[config.mk]
export PLATFORM = sky130hd
export DESIGN_NAME = btc_ctrl
export DESIGN_NICKNAME = d
export VERILOG_FILES = /design/src/btc_pkg.sv /design/src/btc_ctrl.sv
export SDC_FILE = /design/constraint.sdc
export NUM_CORES = 1
export LEC_CHECK = 0
export ABC_CLOCK_PERIOD_IN_PS = 5800
export BUFFER_PORTS_ARGS = -buffer_cell sky130_fd_sc_hd__buf_2
export CELL_PAD_IN_SITES_DETAIL_PLACEMENT = 0
export CELL_PAD_IN_SITES_GLOBAL_PLACEMENT = 2
export CORE_MARGIN = 2
export CORE_UTILIZATION = 33
export CTS_CLUSTER_DIAMETER = 80
export DETAILED_ROUTE_END_ITERATION = 16
export MAX_ROUTING_LAYER = met4
export PLACE_DENSITY = 0.85
export SLEW_MARGIN = 30
export SYNTH_ARGS = -nofsm -noshare
export SYNTH_HDL_FRONTEND = slang
export SYNTH_SLANG_ARGS = --single-unit
[constraint.sdc]
create_clock -name clk -period 5.8 [get_ports clk]
set_input_delay 0.29 -clock clk [delete_from_list [all_inputs] [get_ports clk]]
set_output_delay 0.29 -clock clk [all_outputs]
set_load 0.01 [all_outputs]
[src/btc_pkg.sv]
// constants and types for the bus termination, halt and reset controller
// Contract
// - suspend asserted stops processor while held
// - while suspended, float buses; arbitration continues
// - fault with suspend means retry, not trap
// - single step: one cycle per suspend release
// - fault during fault processing: stop, drive suspend
// - double fault leaves only by external reset
// - retry starts no fault processing; unlimited retries
// - fault during reset vector fetch is double
// - reset loads stack pointer, program counter, level
// - vector base variant clears base on reset
// - reset instruction drives reset 124 clocks
// - external reset ignored during reset instruction
// - acknowledge alone ends cycle normally
// - suspend with acknowledge: finish, stop, resume
// - fault without suspend ends cycle, trap
// - late fault traps only in late variant
// - fault plus suspend ends cycle, then retry
// - late fault plus suspend retries in variant
// - retry floats buses, reruns identical cycle
// - read-modify-write never retried, always traps
package btc_pkg;

  localparam int ADDR_W = 24;
  localparam int DATA_W = 16;

  localparam logic [23:0] VEC_SSP_ADDR = 24'h00_0000;
  localparam logic [23:0] VEC_PC_ADDR  = 24'h00_0004;
  localparam logic [23:0] WORD_STEP    = 24'h00_0002;
  localparam logic [23:0] ZERO_ADDR    = 24'h00_0000;

  localparam logic [1:0] VEC_SP_LAST = 2'h1;
  localparam logic [1:0] VEC_PC_LAST = 2'h3;
  localparam logic [1:0] IDX_FIRST   = 2'h0;
  localparam logic [1:0] IDX_STEP    = 2'h1;

  // supervisor program space for vector fetches
  localparam logic [2:0] FC_SUP_PROG = 3'h6;
  localparam logic [2:0] IPL_RESET   = 3'h7;

  // reset instruction pulse length in clock periods (124)
  localparam logic [7:0] RST_INSTR_CYC = 8'h7c;
  localparam logic [7:0] CNT_LAST      = 8'h01;
  localparam logic [7:0] CNT_STEP      = 8'h01;

  // synchroniser bit positions
  localparam int SY_ACK = 0;
  localparam int SY_FLT = 1;
  localparam int SY_SUS = 2;
  localparam int SY_RST = 3;

  typedef enum logic [3:0] {
    S_RST,
    S_VEC,
    S_IDLE,
    S_BUS,
    S_LATE,
    S_END,
    S_HALT,
    S_RETRY,
    S_DBL,
    S_RSTI
  } btc_state_t;

  typedef enum logic [2:0] {
    ACT_WAIT,
    ACT_DONE,
    ACT_HALT,
    ACT_TRAP,
    ACT_RETRY
  } btc_act_t;

endpackage

[src/btc_ctrl.sv]
// processor side bus cycle termination, halt and reset control
`timescale 1ns/10ps
module btc_ctrl #(
  parameter logic LATE_ERR = 1'b0,
  parameter logic HAS_VBR  = 1'b0
) (
  input  wire logic        clk,
  input  wire logic        nrst,
  input  wire logic        transfer_acknowledge_n,
  input  wire logic        bus_fault_input_n,
  input  wire logic        suspend_n_in,
  output logic             suspend_n_out,
  output logic             suspend_oe_n,
  input  wire logic        reset_n_in,
  output logic             reset_n_out,
  output logic             reset_oe_n,
  output logic             address_strobe_n,
  output logic             rd_wr_n,
  output logic [2:0]       fc_out,
  output logic [23:0]      addr_out,
  output logic             addr_oe_n,
  output logic [15:0]      data_out,
  input  wire logic [15:0] data_in,
  output logic             data_oe_n,
  input  wire logic        cyc_req,
  input  wire logic        cyc_write,
  input  wire logic        cyc_rmw,
  input  wire logic [2:0]  cyc_fc,
  input  wire logic [23:0] cyc_addr,
  input  wire logic [15:0] cyc_wdata,
  output logic             cyc_ready,
  output logic             cyc_done,
  output logic [15:0]      cyc_rdata,
  output logic             bus_err_trap,
  input  wire logic        instr_start,
  input  wire logic        rst_instr,
  output logic             rst_instr_done,
  output logic             halted,
  output logic             dbl_fault,
  output logic             sp_load,
  output logic [31:0]      sp_value,
  output logic             pc_load,
  output logic [31:0]      pc_value,
  output logic             ipl_load,
  output logic [2:0]       ipl_value,
  output logic             vbr_clear,
  output logic             core_run
);

  typedef struct packed {
    btc_pkg::btc_state_t st;
    logic [3:0]          sy1;
    logic [3:0]          sy2;
    logic [15:0]         dsy1;
    logic [15:0]         dsy2;
    logic [23:0]         addr;
    logic [15:0]         wdata;
    logic [2:0]          fc;
    logic                write;
    logic                rmw;
    logic [1:0]          idx;
    logic [7:0]          cnt;
    logic                exc;
    logic                boot;
    logic                halt_pend;
    logic [31:0]         sp;
    logic [31:0]         pc;
    logic [15:0]         rdata;
    logic                done;
    logic                trap;
    logic                sp_ld;
    logic                pc_ld;
    logic                ipl_ld;
    logic                vbr_clr;
    logic                rsti_done;
  } btc_regs_t;

  btc_regs_t r_reg;
  btc_regs_t r_next;

  logic ack;
  logic flt;
  logic sus;
  logic ext_rst;
  logic on_bus;

  // vector words arrive high half first
  function automatic logic [31:0] shift_in(
    input logic [31:0] prev,
    input logic [15:0] word
  );
    return {prev[15:0], word};
  endfunction

  // word address inside the two-entry reset vector table
  function automatic logic [23:0] vec_addr(input logic [1:0] idx);
    logic [23:0] base;
    logic [23:0] step;
    base = idx[1] ? btc_pkg::VEC_PC_ADDR : btc_pkg::VEC_SSP_ADDR;
    step = idx[0] ? btc_pkg::WORD_STEP : btc_pkg::ZERO_ADDR;
    return base + step;
  endfunction

  // states in which the core makes no progress on the bus
  function automatic logic is_stopped(input btc_pkg::btc_state_t s);
    return (s == btc_pkg::S_HALT) ||
           (s == btc_pkg::S_RETRY) ||
           (s == btc_pkg::S_DBL);
  endfunction

  // priority of cycle endings; rmw is checked first so it never retries
  function automatic btc_pkg::btc_act_t decide(
    input logic a,
    input logic f,
    input logic s,
    input logic m
  );
    btc_pkg::btc_act_t res;
    res = btc_pkg::ACT_WAIT;
    if (f && m) begin
      res = btc_pkg::ACT_TRAP;
    end else if (f && s) begin
      res = btc_pkg::ACT_RETRY;
    end else if (f) begin
      res = btc_pkg::ACT_TRAP;
    end else if (a && s) begin
      res = btc_pkg::ACT_HALT;
    end else if (a) begin
      res = btc_pkg::ACT_DONE;
    end
    return res;
  endfunction

  // only the second stage is read; inputs are evaluated two edges late
  assign ack = r_reg.sy2[btc_pkg::SY_ACK];
  assign flt = r_reg.sy2[btc_pkg::SY_FLT];
  assign sus = r_reg.sy2[btc_pkg::SY_SUS];
  // external reset counts only with suspend asserted alongside it
  assign ext_rst = r_reg.sy2[btc_pkg::SY_RST] && sus;

  assign on_bus = (r_reg.st == btc_pkg::S_BUS) ||
                  (r_reg.st == btc_pkg::S_LATE);

  always_comb begin
    btc_pkg::btc_act_t act;
    act = btc_pkg::ACT_WAIT;
    r_next = r_reg;
    r_next.sy1 = {~reset_n_in, ~suspend_n_in,
                  ~bus_fault_input_n, ~transfer_acknowledge_n};
    r_next.sy2 = r_reg.sy1;
    r_next.dsy1 = data_in;
    r_next.dsy2 = r_reg.dsy1;
    r_next.done = 1'b0;
    r_next.trap = 1'b0;
    r_next.sp_ld = 1'b0;
    r_next.pc_ld = 1'b0;
    r_next.ipl_ld = 1'b0;
    r_next.vbr_clr = 1'b0;
    r_next.rsti_done = 1'b0;
    if (instr_start) begin
      r_next.exc = 1'b0;
    end
    case (r_reg.st)
      btc_pkg::S_RST: begin
        // wait for the reset pin to clear before fetching vectors
        if (!r_reg.sy2[btc_pkg::SY_RST]) begin
          r_next.st = btc_pkg::S_VEC;
          r_next.boot = 1'b1;
          r_next.idx = btc_pkg::IDX_FIRST;
        end
      end
      btc_pkg::S_VEC: begin
        if (!sus) begin
          r_next.addr = vec_addr(r_reg.idx);
          r_next.write = 1'b0;
          r_next.rmw = 1'b0;
          r_next.fc = btc_pkg::FC_SUP_PROG;
          r_next.st = btc_pkg::S_BUS;
        end
      end
      btc_pkg::S_IDLE: begin
        if (rst_instr) begin
          r_next.st = btc_pkg::S_RSTI;
          r_next.cnt = btc_pkg::RST_INSTR_CYC;
        end else if (cyc_req && !sus) begin
          r_next.addr = cyc_addr;
          r_next.wdata = cyc_wdata;
          r_next.fc = cyc_fc;
          r_next.write = cyc_write;
          r_next.rmw = cyc_rmw;
          r_next.st = btc_pkg::S_BUS;
        end
      end
      btc_pkg::S_RSTI: begin
        // only the reset pin is driven; the counter counts down and no sp, pc or level loads
        if (r_reg.cnt == btc_pkg::CNT_LAST) begin
          r_next.st = btc_pkg::S_IDLE;
          r_next.rsti_done = 1'b1;
        end else begin
          r_next.cnt = r_reg.cnt - btc_pkg::CNT_STEP;
        end
      end
      btc_pkg::S_BUS: begin
        if (ack && !flt && LATE_ERR) begin
          r_next.st = btc_pkg::S_LATE;
        end else begin
          act = decide(ack, flt, sus, r_reg.rmw);
        end
      end
      btc_pkg::S_LATE: begin
        // one more sample after acknowledge catches the late fault
        act = decide(1'b1, flt, sus, r_reg.rmw);
      end
      btc_pkg::S_END: begin
        // stale acknowledge must clear before the next strobe
        if (!ack && !flt) begin
          if (r_reg.halt_pend) begin
            r_next.st = btc_pkg::S_HALT;
          end else if (r_reg.boot) begin
            r_next.st = btc_pkg::S_VEC;
          end else begin
            r_next.st = btc_pkg::S_IDLE;
          end
        end
      end
      btc_pkg::S_HALT: begin
        if (!sus) begin
          r_next.st = r_reg.boot ? btc_pkg::S_VEC : btc_pkg::S_IDLE;
        end
      end
      btc_pkg::S_RETRY: begin
        // same address, codes and data are still latched
        if (!sus && !flt && !ack) begin
          r_next.st = btc_pkg::S_BUS;
        end
      end
      btc_pkg::S_DBL: begin
        r_next.st = btc_pkg::S_DBL;
      end
      default: begin
        r_next.st = btc_pkg::S_RST;
      end
    endcase
    case (act)
      btc_pkg::ACT_DONE, btc_pkg::ACT_HALT: begin
        r_next.halt_pend = (act == btc_pkg::ACT_HALT);
        r_next.st = btc_pkg::S_END;
        if (r_reg.boot) begin
          if (!r_reg.idx[1]) begin
            r_next.sp = shift_in(r_reg.sp, r_reg.dsy2);
          end else begin
            r_next.pc = shift_in(r_reg.pc, r_reg.dsy2);
          end
          if (r_reg.idx == btc_pkg::VEC_SP_LAST) begin
            r_next.sp_ld = 1'b1;
          end
          if (r_reg.idx == btc_pkg::VEC_PC_LAST) begin
            r_next.pc_ld = 1'b1;
            r_next.ipl_ld = 1'b1;
            r_next.vbr_clr = HAS_VBR;
            r_next.boot = 1'b0;
          end
          r_next.idx = r_reg.idx + btc_pkg::IDX_STEP;
        end else begin
          r_next.done = 1'b1;
          r_next.rdata = r_reg.dsy2;
        end
      end
      btc_pkg::ACT_TRAP: begin
        // a fault before the next instruction, or while booting, is fatal
        if (r_reg.exc || r_reg.boot) begin
          r_next.st = btc_pkg::S_DBL;
        end else begin
          r_next.trap = 1'b1;
          r_next.exc = 1'b1;
          r_next.halt_pend = 1'b0;
          r_next.st = btc_pkg::S_END;
        end
      end
      btc_pkg::ACT_RETRY: begin
        // exc left alone so repeated retries never escalate
        r_next.st = btc_pkg::S_RETRY;
      end
      default: begin
      end
    endcase
    // the pin we drive ourselves cannot restart us mid pulse
    if (ext_rst && r_reg.st != btc_pkg::S_RSTI) begin
      r_next.st = btc_pkg::S_RST;
      r_next.exc = 1'b0;
      r_next.boot = 1'b0;
      r_next.halt_pend = 1'b0;
    end
  end

  // all state in one register; reset clears it to the wait state
  always_ff @(posedge clk) begin
    if (!nrst) begin
      r_reg <= '0;
    end else begin
      r_reg <= r_next;
    end
  end

  // buses float outside an active cycle: halt, retry, reset, stop
  assign address_strobe_n = !on_bus;
  assign addr_oe_n = !on_bus;
  assign data_oe_n = !(on_bus && r_reg.write);
  assign addr_out = r_reg.addr;
  assign data_out = r_reg.wdata;
  assign fc_out = r_reg.fc;
  assign rd_wr_n = !r_reg.write;

  // open-drain lines: the data is always low, the enable decides
  assign suspend_n_out = 1'b0;
  assign suspend_oe_n = (r_reg.st != btc_pkg::S_DBL);
  assign reset_n_out = 1'b0;
  assign reset_oe_n = (r_reg.st != btc_pkg::S_RSTI);

  // ready drops on a synced reset so no request is taken into it
  assign cyc_ready = (r_reg.st == btc_pkg::S_IDLE) && !sus && !ext_rst;
  assign cyc_done = r_reg.done;
  assign cyc_rdata = r_reg.rdata;
  assign bus_err_trap = r_reg.trap;
  assign rst_instr_done = r_reg.rsti_done;
  assign halted = is_stopped(r_reg.st);
  assign dbl_fault = (r_reg.st == btc_pkg::S_DBL);
  assign sp_load = r_reg.sp_ld;
  assign sp_value = r_reg.sp;
  assign pc_load = r_reg.pc_ld;
  assign pc_value = r_reg.pc;
  assign ipl_load = r_reg.ipl_ld;
  assign ipl_value = btc_pkg::IPL_RESET;
  assign vbr_clear = r_reg.vbr_clr;
  assign core_run = !r_reg.boot &&
                    (r_reg.st != btc_pkg::S_RST) &&
                    (r_reg.st != btc_pkg::S_DBL);

endmodule

Word-level counts from Yosys, hierarchy flattened
Index checks and enable logic that the tools add are counted.
Widths: inputs -> output; s select.
{ "op_classes": {"n_addsub": 3, "eq_ne": 32, "muxes": 53, "bitwise_logic": 8, "n_reduce_logical": 46} }
{ "ops": {"columns": ["cell", "n"], "rows": [
  ["$mux 45", 2],
  ["$pmux 24 s2", 1],
  ["$mux 4", 9],
  ["$pmux 4 s9", 1],
  ["$mux 24", 1],
  ["$mux 3", 7],
  ["$mux 2", 10],
  ["$ne 5x5->1 const B", 4],
  ["$eq 4x3->1 const B", 4],
  ["$mux 8", 2],
  ["$pmux 8 s2", 1],
  ["$reduce_and 3->1", 5],
  ["$logic_and 1x1->1", 14],
  ["$mux 1", 14],
  ["$ne 2x2->1 const B", 6],
  ["$pmux 4 s3", 1],
  ["$ne 5x2->1 const B", 2],
  ["$pmux 5 s2", 1],
  ["$reduce_and 2->1", 5],
  ["$eq 4x2->1 const B", 2],
  ["$eq 4x4->1 const B", 2],
  ["$eq 8x1->1 const B", 1],
  ["$logic_not 1->1", 8],
  ["$ne 4x4->1 const B", 2],
  ["other kinds (22)", 37]
]} }
{ "totals": {"register_bits": 189, "input_bits": 70, "output_inout_bits": 145, "elab_cells": 167} }

Depth between registers and ports, before layout
{ "depth": {"word_depth": 10, "ltp_mapped": 11, "mapped_depth_nobuf": 8} }

Worst setup path before layout
Ideal clock, no wire load.
{ "synth_path": {"path_type": "reg-to-reg", "startpoint": "register r_reg[179] in the netlist's numbering", "endpoint": "register r_reg, in the netlist cyc_rdata[10]", "setup_time_ps": 72, "t_arrival_ps": 2392, "required_ps": 5728, "slack_ps": 3336, "path_stages_with_launch": 12, "path_buffers": 3, "period_less_slack_ps": 2464, "path_cell_list": "dfxtp_1 buf_2 inv_1 ha_1 a21oi_1 or2_1 a21o_4 xor2_2 buf_6 nor3_4 buf_6 mux2i_1"} }
{ "synth_between": {"elab_chain_len": 9, "elab_cells_between_ends": 15, "cone_classes": "eq/ne: 2; mux: 9; reduce/logical: 4"} }
{ "synth_rtl": {"columns": ["item", "line", "rtl"], "rows": [
  ["start: declaration", "btc_ctrl.sv:78", "btc_regs_t r_reg;"],
  ["start signal: assignment", "btc_ctrl.sv:301", "r_reg <= r_next;"],
  ["$logic_and 1x1->1", "btc_ctrl.sv:126", "end else if (a && s) begin"],
  ["$mux 2", "btc_ctrl.sv:126", null],
  ["$mux 2", "btc_ctrl.sv:124", "end else if (f) begin"],
  ["$mux 3", "btc_ctrl.sv:122", "end else if (f && s) begin"],
  ["$mux 3", "btc_ctrl.sv:120", "if (f && m) begin"],
  ["$pmux 3 s2 (*)", "btc_ctrl.sv:163", "case (r_reg.st)"],
  ["$eq 3x2->1 / $eq 3x1->1 (equally long branches)", "btc_ctrl.sv:244", "case (act)"],
  ["$reduce_or 2->1 (*)", "btc_ctrl.sv:244", null],
  ["$reduce_and 2->1 (no line) (*)", null, null]
]} }
Mark *: on every way between the ends. The rest lies on a longest branch, timed or not.
A chain may end at the register's enable or synchronous reset.

Worst setup path after layout
{ "layout_path": {"startpoint": "register r_reg[179] in the netlist's numbering", "endpoint": "register r_reg[88] in the netlist's numbering"} }
{ "layout_between": {"elab_chain_len": 9, "elab_cells_between_ends": 18, "cone_classes": "eq/ne: 2; mux: 10; reduce/logical: 6"} }
{ "layout_rtl": {"columns": ["item", "line"], "rows": [
  ["$logic_and 1x1->1", "btc_ctrl.sv:126"],
  ["$mux 2", "btc_ctrl.sv:126"],
  ["$mux 2", "btc_ctrl.sv:124"],
  ["$mux 3", "btc_ctrl.sv:122"],
  ["$mux 3", "btc_ctrl.sv:120"],
  ["$pmux 3 s2", "btc_ctrl.sv:163"],
  ["$eq 3x2->1 / $eq 3x1->1 (equally long branches)", "btc_ctrl.sv:244"],
  ["$reduce_or 2->1", "btc_ctrl.sv:244"],
  ["$mux 1", "btc_ctrl.sv:244"]
]} }
Parallel ways exist; a longest one is shown, timed or not.

==> impl_metrics.ini <==
[power]
peakVddDrop_v = 0.000165
power.density_nw_per_um2 = 357
p_leak_nw = 3.69

[cells_and_area]
largest_reg_flops = 37
synthToLayoutAreaGrowth_pct = 11.9
drive_above_1_share = 0.265
layout.cells.most_common_list = buf_2, dfxtp_1, a21oi_1
diodes = 0
final_area_um2 = 9020
mostFrequentLayoutCell = buf_2
fin_nets = 1060
fillers = 2506

[worst_setup_path]
r2r-end = r_reg[88]
critical_path_required_ns = 6.13
critPathKind = flop to flop
cp_max_fo = 34
cp-startpoint = r_reg[179]
worstPathArrival_ns = 3.64
path_depth = 9
cp-end-kind = flop
crit_end = r_reg[88]
cp_num_buf_inv = 2
path_cells = inv_1 > ha_1 > a21oi_1 > or2_1 > a21o_4 > xor2_4 > buf_4 > nor3_1 > a221oi_1
critPathSlowestCell = xor2_4
rrSetupSlack_ns = 2.48
critical_path.top_delay_family = XOR/XNOR gates
timing.rr.start = r_reg[179]
slowest_delay_ns = 0.69
reg2regPathDepth = 9
worstSetupStartpointType = flop

[clock_tree]
clock_latency_ns = 0.43
clock_sinks = 187
cts_tree = yes
cts-buffers-inserted = 17
cts_max_path_buffers = 2
cts_htree_levels = 4
clk_pin_slew_ns = 0.07
cts_setup_buffers = 0
cts-root-buf = clkbuf_16

[global_routing]
grt_pass1_wl_um = 32100
gr-total-overflow = 0
grt_max_degree = 80
antenna_found_initial = 0
grt_pass1_vias = 5821
gr-usage-all-layers = 0.162

[die]
ios = 215
rows = 57
die_area_um2 = 25700
die_x_um = 160
fp.dieH_um = 160
core_area_um2 = 24200
initial_core_util = 0.333

[sta]
max_slew_margin = 0.436
rsz0062_at_grt = no
fin_skew_ns = 0.0102
max_clock_freq_mhz = 302
hold_violations = 0
period_minus_slack_ns = 3.32
min_period_over_period = 0.572
setup_viol = 0
finalHoldWorstSlack_ns = 0.0282
drv_slew = 0
worst_pin_slew_ns = 0.845
finalSetupTns_ns = 0

[synth]
synth_cells = 935
yosys_register_bits = 187
yosys_warnings = 0
synth-seq-area-share = 0.465
avgSynthCellArea_um2 = 8.62
ys.flop_type = dfxtp_1
synth.area.top_cells = dfxtp_1, buf_4, a21oi_1
synth_area_um2 = 8060
synth.distinct_cells = 57
yosysTopAreaCellShare = 0.465
synth_edf_count = 0
synthArstFlopShare = 0
yosysTopAreaCell = dfxtp_1

[worst_hold_path]
min_from = reset_n_in
hold_depth = 2
hold_class = input port to flop

[placed_design]
place_hpwl_um = 13600
io_buffers = 208
gp_congestion = 0.810
postPlaceCellArea_um2 = 8410

[detailed_routing]
ant_nets = 0
totalWireLength_um = 20500
viasPerCell = 4.73
route.vias.total = 6241
drt_pre_antenna_iters = 5
drc = 0
wire_per_inst_um = 15.6
drt_first_iter_violations = 436

[flow_run]
timing.max_cap.violations = 0

[run_status]
status = completed
[worst min-delay path by stage]
stage,endpoint,slack [ns]
3_5_place_dp,ack,0.42
5_1_grt,r_next[180],0.006
2_1_floorplan,r_next[177],0.36
6_report,r_next[180],0.03
3_3_place_gp,r_reg[180],0.41
4_1_cts,r_next[180],0.002
[report_power, final]
part | internal, mW | total [mW] | leakage (nW) | switching, mW
registers | 1.35 | 1.44 | 1.52 | 0.0844
clock network | 0.630 | 1.16 | 0.288 | 0.533
logic | 0.206 | 0.624 | 1.88 | 0.418
total | 2.19 | 3.22 | 3.69 | 1.04
[stage by stage]
step	utilization	total power, mW	setup WS [ns]	std cells
after floorplan	-	1.92	3.34	939
after global placement	0.347	2.08	2.54	1284
after detailed placement	0.348	2.09	2.48	1285
after CTS	0.373	3.26	2.47	1319
after global routing	0.373	3.39	2.22	1320
final	0.373	3.22	2.48	1320
[routing by layer]
metal  vias up  track usage  share of wire
li1       3143            -              -
met3        17       0.0405          0.058
met4         0       0.0422          0.013
met5         -            -              0
met1      2864        0.218           0.48
met2       217        0.242           0.45
[cell type report]
class | instances | area, um^2 | area share
Sequential cell | 187 | 3740 | 0.415
Multi-Input combinational cell | 540 | 3080 | 0.341
Timing Repair Buffer | 220 | 1140 | 0.127
Clock buffer | 20 | 457 | 0.0506
Tap cell | 324 | 405 | 0.0450
Clock inverter | 12 | 125 | 0.0139
Inverter | 17 | 66.3 | 0.00735
[cells in the mapped netlist (all sizes together), types with 2 or more instances]
cell type and count:
nand3b 3, nor2 51, xnor2 4, nor2b 3
o22ai 2, ha 7, and2 37, o21ai 72
xor2 5, buf 135, and3 4, dfxtp 187
or2 2, inv 17, nor4b 2, a2111oi 2
nand2b 4, o311ai 2, a31o 3, nand2 77
nand3 73, a21o 2, a21boi 2, nor4 3
a31oi 3, nand4b 2, mux2i 18, clkbuf 60
nor3 10, a21oi 98, conb 2, a221oi 2
a22oi 27, nand4bb 2
[cells by family after synthesis]
| group | after synthesis | share of synthesized area |
|---|---|---|
| AND/OR/NAND/NOR | 276 | 0.169 |
| AO/OA/AOI/OAI | 224 | 0.159 |
| buffers and inverters | 212 | 0.162 |
| flip-flops | 187 | 0.465 |
| multiplexers | 18 | 0.0224 |
| XOR/XNOR | 9 | 0.0116 |
| adder cells (fa/ha/maj) | 7 | 0.0109 |
| other | 2 | 0.000932 |
[what timing repair did]
action | CTS | global route
hold buffers | 2 | 1
resized for setup | 0 | 0
hold endpoints to repair | 2 | 1
Note: power is estimated with default switching activity, not from simulation.
